[src/hdl/tmicp_pkg.sv]
// Package of constants, types and state layouts for the interval/capture/PWM timer
package tmicp_pkg;
   // ----------------------------------------------------------------
   // Register offsets (byte addresses)
   // ----------------------------------------------------------------
   localparam logic [7:0] OFS_CTL0 = 8'h00;
   localparam logic [7:0] OFS_CTL2 = 8'h04;
   localparam logic [7:0] OFS_CCR0 = 8'h08;
   localparam logic [7:0] OFS_INV = 8'h0c;
   localparam logic [7:0] OFS_CYC = 8'h10;
   localparam logic [7:0] OFS_CNT = 8'h14;

   // ----------------------------------------------------------------
   // Field positions
   // ----------------------------------------------------------------
   localparam int CTL0_RUN_BIT = 7;
   localparam int CTL0_MODE_LSB = 4;
   localparam int CTL0_CKS_LSB = 0;
   localparam int CTL2_ADEN_BIT = 1;
   localparam int CTL2_TRGS_BIT = 0;

   // ----------------------------------------------------------------
   // Reset values and timing
   // ----------------------------------------------------------------
   localparam logic [7:0] RST_CTL0 = 8'h00;
   localparam logic [1:0] RST_CTL2 = 2'h0;
   localparam logic [15:0] RST_REG16 = 16'h0000;
   localparam logic [15:0] RST_CYC = 16'hffff;
   // Count clocks before a match in which a cycle write is deferred
   localparam logic [16:0] LATE_WINDOW = 17'h00002;
   localparam int DIV_W = 7;

   // ----------------------------------------------------------------
   // Types
   // ----------------------------------------------------------------
   typedef enum logic [1:0] {
      TMICP_MODE_INTERVAL,
      TMICP_MODE_CAPTURE,
      TMICP_MODE_PWM,
      TMICP_MODE_RSVD
   } tmicp_mode_t;

   typedef enum logic [1:0] {
      TMICP_UPD_IDLE,
      TMICP_UPD_ARMED,
      TMICP_UPD_DEFER
   } tmicp_upd_t;

   typedef struct packed {
      logic [7:0] addr;
      logic [15:0] wdata;
      logic wr;
      logic rd;
   } tmicp_bus_t;

   typedef struct packed {
      logic comp1;
      logic comp2;
      logic extInt;
   } tmicp_src_t;

   typedef struct packed {
      logic [DIV_W-1:0] div;
      logic tick;
   } tmicp_pre_state_t;

   typedef struct packed {
      logic [7:0] ctl0;
      logic [1:0] ctl2;
      logic [15:0] ccr0;
      logic [15:0] invShadow;
      logic [15:0] cycShadow;
      logic [15:0] invAct;
      logic [15:0] cycAct;
      tmicp_upd_t upd;
      logic [15:0] cnt;
      logic srcPrev;
      logic matchIrq;
      logic adcTrig;
      logic pwmOut;
      logic capEvt;
      logic [15:0] rdata;
   } tmicp_state_t;
endpackage : tmicp_pkg

[src/hdl/tmicp_prescaler.sv]
// Count clock enable divider for the timer
`timescale 1ns/10ps
module tmicp_prescaler (
   // Clock and reset
   input wire logic mclk,
   input wire logic reset_n,
   // Control
   input wire logic enable,
   input wire logic [2:0] divSel,
   // Count clock enable pulse
   output logic tick
);
   tmicp_pkg::tmicp_pre_state_t state_reg;
   tmicp_pkg::tmicp_pre_state_t state_next;
   logic [tmicp_pkg::DIV_W-1:0] mask;

   always_comb begin
      state_next = state_reg;
      mask = ~({tmicp_pkg::DIV_W{1'b1}} << divSel);
      // Restart from zero so counting aligns to a fresh count clock
      if (!enable) begin
         state_next.div = '0;
         state_next.tick = 1'b0;
      end else begin
         state_next.div = state_reg.div + 1'b1;
         state_next.tick = ((state_reg.div & mask) == mask);
      end
   end

   always_ff @(posedge mclk or negedge reset_n) begin
      if (!reset_n) begin
         state_reg <= '0;
      end else begin
         state_reg <= state_next;
      end
   end

   assign tick = state_reg.tick;
endmodule : tmicp_prescaler

[src/hdl/tmicp_timer.sv]
// Top of the 16-bit interval, A/D trigger, capture and single PWM timer
//
// Added by the designer: the placing of the registers and the plain strobed port.
`timescale 1ns/10ps
module tmicp_timer #(
   parameter int TIMER_ID = 0
) (
   // Clock and reset
   input wire logic mclk,
   input wire logic reset_n,
   // Register port
   input wire tmicp_pkg::tmicp_bus_t bus,
   output logic [15:0] rdata,
   // Capture sources
   input wire tmicp_pkg::tmicp_src_t src,
   // Events and output
   output logic matchInterrupt,
   output logic adcTrigger,
   output logic captureEvent,
   output logic pwmOut0
);
   tmicp_pkg::tmicp_state_t state_reg;
   tmicp_pkg::tmicp_state_t state_next;
   tmicp_pkg::tmicp_mode_t mode;
   logic tick;
   logic run;
   logic pwmMode;
   logic capMode;
   logic [15:0] per;
   logic match;
   logic late;
   logic capSrc;
   logic rise;
   logic loadNow;
   logic [15:0] invUse;
   logic [15:0] cycUse;
   logic wrCyc;

   // ----------------------------------------------------------------
   // Count clock
   // ----------------------------------------------------------------
   tmicp_prescaler u_prescaler (
      .mclk(mclk),
      .reset_n(reset_n),
      .enable(state_reg.ctl0[tmicp_pkg::CTL0_RUN_BIT]),
      .divSel(state_reg.ctl0[tmicp_pkg::CTL0_CKS_LSB +: 3]),
      .tick(tick)
   );

   // ----------------------------------------------------------------
   // Next state
   // ----------------------------------------------------------------
   always_comb begin
      state_next = state_reg;
      run = state_reg.ctl0[tmicp_pkg::CTL0_RUN_BIT];
      mode = tmicp_pkg::tmicp_mode_t'(state_reg.ctl0[tmicp_pkg::CTL0_MODE_LSB +: 2]);
      pwmMode = (mode == tmicp_pkg::TMICP_MODE_PWM);
      capMode = (mode == tmicp_pkg::TMICP_MODE_CAPTURE);
      wrCyc = bus.wr && (bus.addr == tmicp_pkg::OFS_CYC);
      per = pwmMode ? state_reg.cycAct : state_reg.cycShadow;
      match = run && tick && (state_reg.cnt == per);
      late = (({1'b0, state_reg.cnt} + tmicp_pkg::LATE_WINDOW) >= {1'b0, per});
      if (TIMER_ID == 0) begin
         capSrc = state_reg.ctl2[tmicp_pkg::CTL2_TRGS_BIT] ? src.extInt : src.comp2;
      end else begin
         capSrc = src.comp1;
      end
      rise = capSrc && !state_reg.srcPrev;
      state_next.srcPrev = capSrc;
      loadNow = !run || (match && (state_reg.upd == tmicp_pkg::TMICP_UPD_ARMED));
      invUse = loadNow ? state_reg.invShadow : state_reg.invAct;
      cycUse = loadNow ? state_reg.cycShadow : state_reg.cycAct;

      // counter runs only with run bit
      if (!run) begin
         state_next.cnt = '0;
      end else if (tick) begin
         // clear after N, giving N plus one
         if (match) begin
            state_next.cnt = '0;
         end else begin
            state_next.cnt = state_reg.cnt + 16'h0001;
         end
      end

      if (!run) begin
         state_next.matchIrq = 1'b0;
         state_next.adcTrig = 1'b0;
      end else if (tick) begin
         state_next.matchIrq = match;
         state_next.adcTrig = state_reg.ctl2[tmicp_pkg::CTL2_ADEN_BIT] && !capMode &&
                              (state_reg.cnt == state_reg.ccr0) && (state_reg.ccr0 < per);
      end

      if (!run) begin
         state_next.upd = tmicp_pkg::TMICP_UPD_IDLE;
      end else if (match) begin
         case (state_reg.upd)
            tmicp_pkg::TMICP_UPD_ARMED: state_next.upd = tmicp_pkg::TMICP_UPD_IDLE;
            tmicp_pkg::TMICP_UPD_DEFER: state_next.upd = tmicp_pkg::TMICP_UPD_ARMED;
            default: state_next.upd = state_reg.upd;
         endcase
      end
      if (wrCyc && run) begin
         // late write waits one more match
         state_next.upd = late ? tmicp_pkg::TMICP_UPD_DEFER : tmicp_pkg::TMICP_UPD_ARMED;
      end
      // load takes the latest shadow values
      state_next.invAct = invUse;
      state_next.cycAct = cycUse;

      // high above inversion, low at equal
      if (!run || !pwmMode) begin
         state_next.pwmOut = 1'b0;
      end else if (tick) begin
         state_next.pwmOut = !match && ((state_reg.cnt + 16'h0001) > invUse);
      end

      // Register writes
      if (bus.wr) begin
         case (bus.addr)
            tmicp_pkg::OFS_CTL0: state_next.ctl0 = bus.wdata[7:0];
            tmicp_pkg::OFS_CTL2: begin
               state_next.ctl2[tmicp_pkg::CTL2_ADEN_BIT] = bus.wdata[tmicp_pkg::CTL2_ADEN_BIT];
               // select bit only on timer 0
               state_next.ctl2[tmicp_pkg::CTL2_TRGS_BIT] =
                  (TIMER_ID == 0) && bus.wdata[tmicp_pkg::CTL2_TRGS_BIT];
            end
            tmicp_pkg::OFS_CCR0: state_next.ccr0 = bus.wdata;
            tmicp_pkg::OFS_INV: state_next.invShadow = bus.wdata;
            tmicp_pkg::OFS_CYC: state_next.cycShadow = bus.wdata;
            default: state_next.ctl0 = state_next.ctl0;
         endcase
      end

      // capture wins over a register write
      state_next.capEvt = run && capMode && rise;
      if (run && capMode && rise) begin
         state_next.ccr0 = state_reg.cnt;
      end

      // Read data, valid the cycle after the strobe only
      state_next.rdata = '0;
      if (bus.rd) begin
         case (bus.addr)
            tmicp_pkg::OFS_CTL0: state_next.rdata = {8'h00, state_reg.ctl0};
            tmicp_pkg::OFS_CTL2: state_next.rdata = {14'h0000, state_reg.ctl2};
            tmicp_pkg::OFS_CCR0: state_next.rdata = state_reg.ccr0;
            tmicp_pkg::OFS_INV: state_next.rdata = state_reg.invShadow;
            tmicp_pkg::OFS_CYC: state_next.rdata = state_reg.cycShadow;
            tmicp_pkg::OFS_CNT: state_next.rdata = state_reg.cnt;
            default: state_next.rdata = '0;
         endcase
      end
   end

   // ----------------------------------------------------------------
   // State register
   // ----------------------------------------------------------------
   always_ff @(posedge mclk or negedge reset_n) begin
      if (!reset_n) begin
         state_reg <= '0;
         state_reg.ctl0 <= tmicp_pkg::RST_CTL0;
         state_reg.ctl2 <= tmicp_pkg::RST_CTL2;
         state_reg.ccr0 <= tmicp_pkg::RST_REG16;
         state_reg.invShadow <= tmicp_pkg::RST_REG16;
         state_reg.cycShadow <= tmicp_pkg::RST_CYC;
         state_reg.invAct <= tmicp_pkg::RST_REG16;
         state_reg.cycAct <= tmicp_pkg::RST_CYC;
         state_reg.upd <= tmicp_pkg::TMICP_UPD_IDLE;
      end else begin
         state_reg <= state_next;
      end
   end

   assign rdata = state_reg.rdata;
   assign matchInterrupt = state_reg.matchIrq;
   assign adcTrigger = state_reg.adcTrig;
   assign captureEvent = state_reg.capEvt;
   assign pwmOut0 = state_reg.pwmOut;
endmodule : tmicp_timer

[config.mk]
export PLATFORM = sky130hd
export DESIGN_NAME = tmicp_timer
export DESIGN_NICKNAME = d
export VERILOG_FILES = /design/src/hdl/tmicp_pkg.sv /design/src/hdl/tmicp_prescaler.sv /design/src/hdl/tmicp_timer.sv
export SDC_FILE = /design/constraint.sdc
export NUM_CORES = 1
export LEC_CHECK = 0
export BUFFER_PORTS_ARGS = -buffer_cell sky130_fd_sc_hd__buf_2
export CAP_MARGIN = 20
export CORE_UTILIZATION = 49
export CTS_CLUSTER_DIAMETER = 200
export DETAILED_ROUTE_END_ITERATION = 16
export GPL_TIMING_DRIVEN = 0
export PLACE_DENSITY_LB_ADDON = 0.25
export SLEW_MARGIN = 20
export SYNTH_ARGS = -nofsm -noshare
export SYNTH_HDL_FRONTEND = slang
export SYNTH_SLANG_ARGS = --single-unit
[constraint.sdc]
create_clock -name mclk -period 6.6 [get_ports mclk]
set_input_delay 0 -clock mclk [delete_from_list [all_inputs] [get_ports mclk]]
set_output_delay 0 -clock mclk [all_outputs]
set_load 0.05 [all_outputs]
==> flow_summary.yaml <==
setup_path:
  required_ns: 6.92
  r2r_cells: 23
  worst-setup-path-type: "flip-flop to flip-flop"
  critical_path.most_common_cell: "buf_2"
  cp_cell_sequence: "nor2b_1 > buf_2 > buf_4 > buf_2 > mux2i_1 > ha_1 > nand2b_1 > a311o_1 > a2111oi_1 > nand4_1 > nor3_2 > a31oi_1 > buf_2 > buf_2 > mux2i_1 > ha_1 > nor2b_1 > o211ai_1 > a21oi_1 > a2111oi_0 > o211ai_1 > o311a_1 > a32o_1"
  regToRegEndpoint: "pwmOut0"
  worst_ep_arrival_time_ns: 6.64
  path_max_fanout: 10
  endpoint_kind: "flip-flop"
  cpMaxStageDelayCell: "a2111oi_1"
  slowest_delay_ns: 0.62
  start_kind: "flip-flop"
  r2r-start: "mode[1]"
  r2r_slack_ns: 0.28
placed_design:
  pre_cts_ws_ns: 0.330
  port_buffers: 48
  gp_congestion: 0.956
  dp_hpwl_mm: 17.8
routing:
  wl_per_cell_um: 22.2
  drc: 0
  routed_wl_mm: 24.0
  num_vias: 6482
  via_per_inst: 6.01
  ant_nets: 0
  drtPass1Iterations: 5
  drt_iter0_drc: 524
timing:
  holdWs_ns: 0.0359
  setup_tns_ns: 0
  relSlewSlack: 0.415
  setup_slack_ns: 0.277
  rsz0062_at_grt: "no"
  hold_viol: 0
  worst_slew_pin_slew_ns: 0.874
  timing.final.max_slew_violations: 0
  fin_crit_ns: 6.32
  final-setup-viol-count: 0
  skew_ns: 0.0111
  fmax_mhz: 158
  post-route-period-util: 0.958
pwr:
  leakage_nw: 4.33
  p_seq_frac: 0.439
  power.total_mw: 2.07
  switchingPower_mw: 0.511
  irDropWorstVdd_mv: 0.181
  clkPwrFrac: 0.465
  switching_share: 0.247
  p_int_mw: 1.56
  power_frac_comb: 0.096
  power.density_nw_per_um2: 217
clocking:
  clkTransAtPathRegs_ns: 0.06
  cts_root_buf: "clkbuf_16"
  clk_latency_ns: 0.43
  cts.sinks: 137
  cts_buffers: 17
  cts_tree: "yes"
  clock_path_buffers: 2
  htree_levels: 4
die:
  die_area_um2: 17300
  start_util: 0.509
  ios: 51
  die_h_um: 131
  core_um2: 16100
  die_width_um: 131
  rows: 46
cells_and_area:
  layout_common_cells: "dfrtp_1 (105), mux2_2 (61), buf_2 (59), nand2_1 (56), ha_1 (51)"
  layout_commonest_cell: "dfrtp_1"
  drive_above_1_share: 0.258
  utilization: 0.592
  largest_register_ffs: 106
  fin_nets: 931
  antenna_cells: 0
  area_delta_synth_final_pct: 16.3
synthesis:
  ys_warn_count: 0
  ys_seq_area_frac: 0.423
  synth_edf_count: 0
  synth_cell_type_count: 53
  syn-instance-count: 761
  synth_seq_cells: 137
  syn_nets: 843
  ys_async_sr_fraction: 1.00
  ys.flop_type: "dfrtp_1"
  syn_area_per_cell_um2: 10.8
  synthesis.area_um2: 8200
global_route:
  grt_max_degree: 99
  grt_first_pass_wirelength_mm: 37.5
  antenna_found_initial: 1
  overflow: 0
  grt_use_total: 0.290
  grt_pass1_vias: 6645
outcome:
  status: "completed"
min_path:
  hold_path_class: "input port to async pin"
job:
  max_cap_violations: 0
==> routing by layer <==
| layer | track usage | routed length [um] | share of wire | up-vias |
|---|---|---|---|---|
| met1 | 0.388 | 10400 | 0.43 | 3262 |
| li1 | - | - | - | 2910 |
| met2 | 0.470 | 11500 | 0.48 | 264 |
| met5 | 0 | 0 | 0 | - |
| met3 | 0.0532 | 1580 | 0.066 | 46 |
| met4 | 0.105 | 524 | 0.022 | 0 |
==> timing repair <==
item	in CTS	in global routing
endpoints found under the hold margin	180	0
resized for setup	0	0
hold buffers	20	0
buffers inserted	0	0
==> worst max-delay path: cells and delay by family, from the launching register on <==
family | cells | cell delay [ns]
flip-flops | 1 | 0.44
AO/OA/AOI/OAI | 9 | 2.23
AND/OR/NAND/NOR | 5 | 0.92
buffers and inverters | 5 | 1.44
adder cells (fa/ha/maj) | 2 | 0.63
multiplexers | 2 | 0.53
==> how the worst max path moves through the flow <==
stage	startpoint	endpoint	slack (ns)	depth (start not counted)
floorplan	mode[1]	pwmOut0	1.81	23
global placement	mode[1]	pwmOut0	0.47	23
detailed placement	mode[1]	pwmOut0	0.33	23
CTS	mode[1]	pwmOut0	0.32	23
global route	mode[1]	pwmOut0	0.07	23
finish	mode[1]	pwmOut0	0.28	23
==> stage by stage <==
| stage | std cells | area (um^2) |
|---|---|---|
| floorplan | 761 | 8200 |
| global placement | 1025 | 8710 |
| detailed placement | 1026 | 8750 |
| CTS | 1078 | 9540 |
| global route | 1078 | 9540 |
| finish | 1078 | 9540 |
==> kinds of logic after synthesis <==
family	after synthesis	share of synthesized area
AOI/OAI and AO/OA	134	0.112
DFF	137	0.423
muxes	124	0.171
xor gates and xnor gates	65	0.0694
and+or+nand+nor	172	0.0999
buffers and inverters	78	0.0471
adders and majority gates	51	0.0778
==> synthesized netlist by cell type (all sizes together) (2+ instances only) <==
master   number  area (um^2)
mux2i        48          480
and2          2         12.5
dfrtp       105         2630
a211oi        8         60.1
xor2         26          228
a22o         14          123
xnor2        39          342
nand4        15         93.8
a22oi        11         82.6
nor3          8         50.1
a222oi        5         50.1
nand2b        7         43.8
dfstp        32          841
nor2         43          161
o221ai        2         17.5
nand4b        2         17.5
or2           2         12.5
nor4          2         12.5
a21oi        22          110
or4           2         15.0
a31oi         6         37.5
nand2        56          210
a221oi        7         61.3
buf          33          218
o2111ai       3         26.3
mux2         75          897
o211ai        5         37.5
nand3        14         70.1
clkbuf       27          101
a21o          6         45.0
a2111oi       3         27.5
ha           51          638
and3         10         62.6
inv          18         67.6
o21ai        34          170
nor2b         7         43.8
==> area by class of cell <==
class | instances | area [um^2]
Clock inverter | 12 | 150
Timing Repair Buffer | 69 | 478
Tap cell | 216 | 270
Sequential cell | 137 | 3470
Clock buffer | 20 | 437
Inverter | 18 | 67.6
Multi-Input combinational cell | 546 | 4350
Buffer | 60 | 319
Fill cell | 1389 | 6580
==> power by group through the flow <==
stage | registers [mW] | clock network, mW | logic (mW)
3_5_place_dp | 0.921 | 0 | 0.188
2_1_floorplan | 0.908 | 0 | 0.117
6_report | 0.908 | 0.964 | 0.198
3_3_place_gp | 0.919 | 0 | 0.179
4_1_cts | 0.907 | 0.980 | 0.198
5_1_grt | 0.911 | 1.01 | 0.216
No activity file was read; power rests on OpenSTA's default activity.
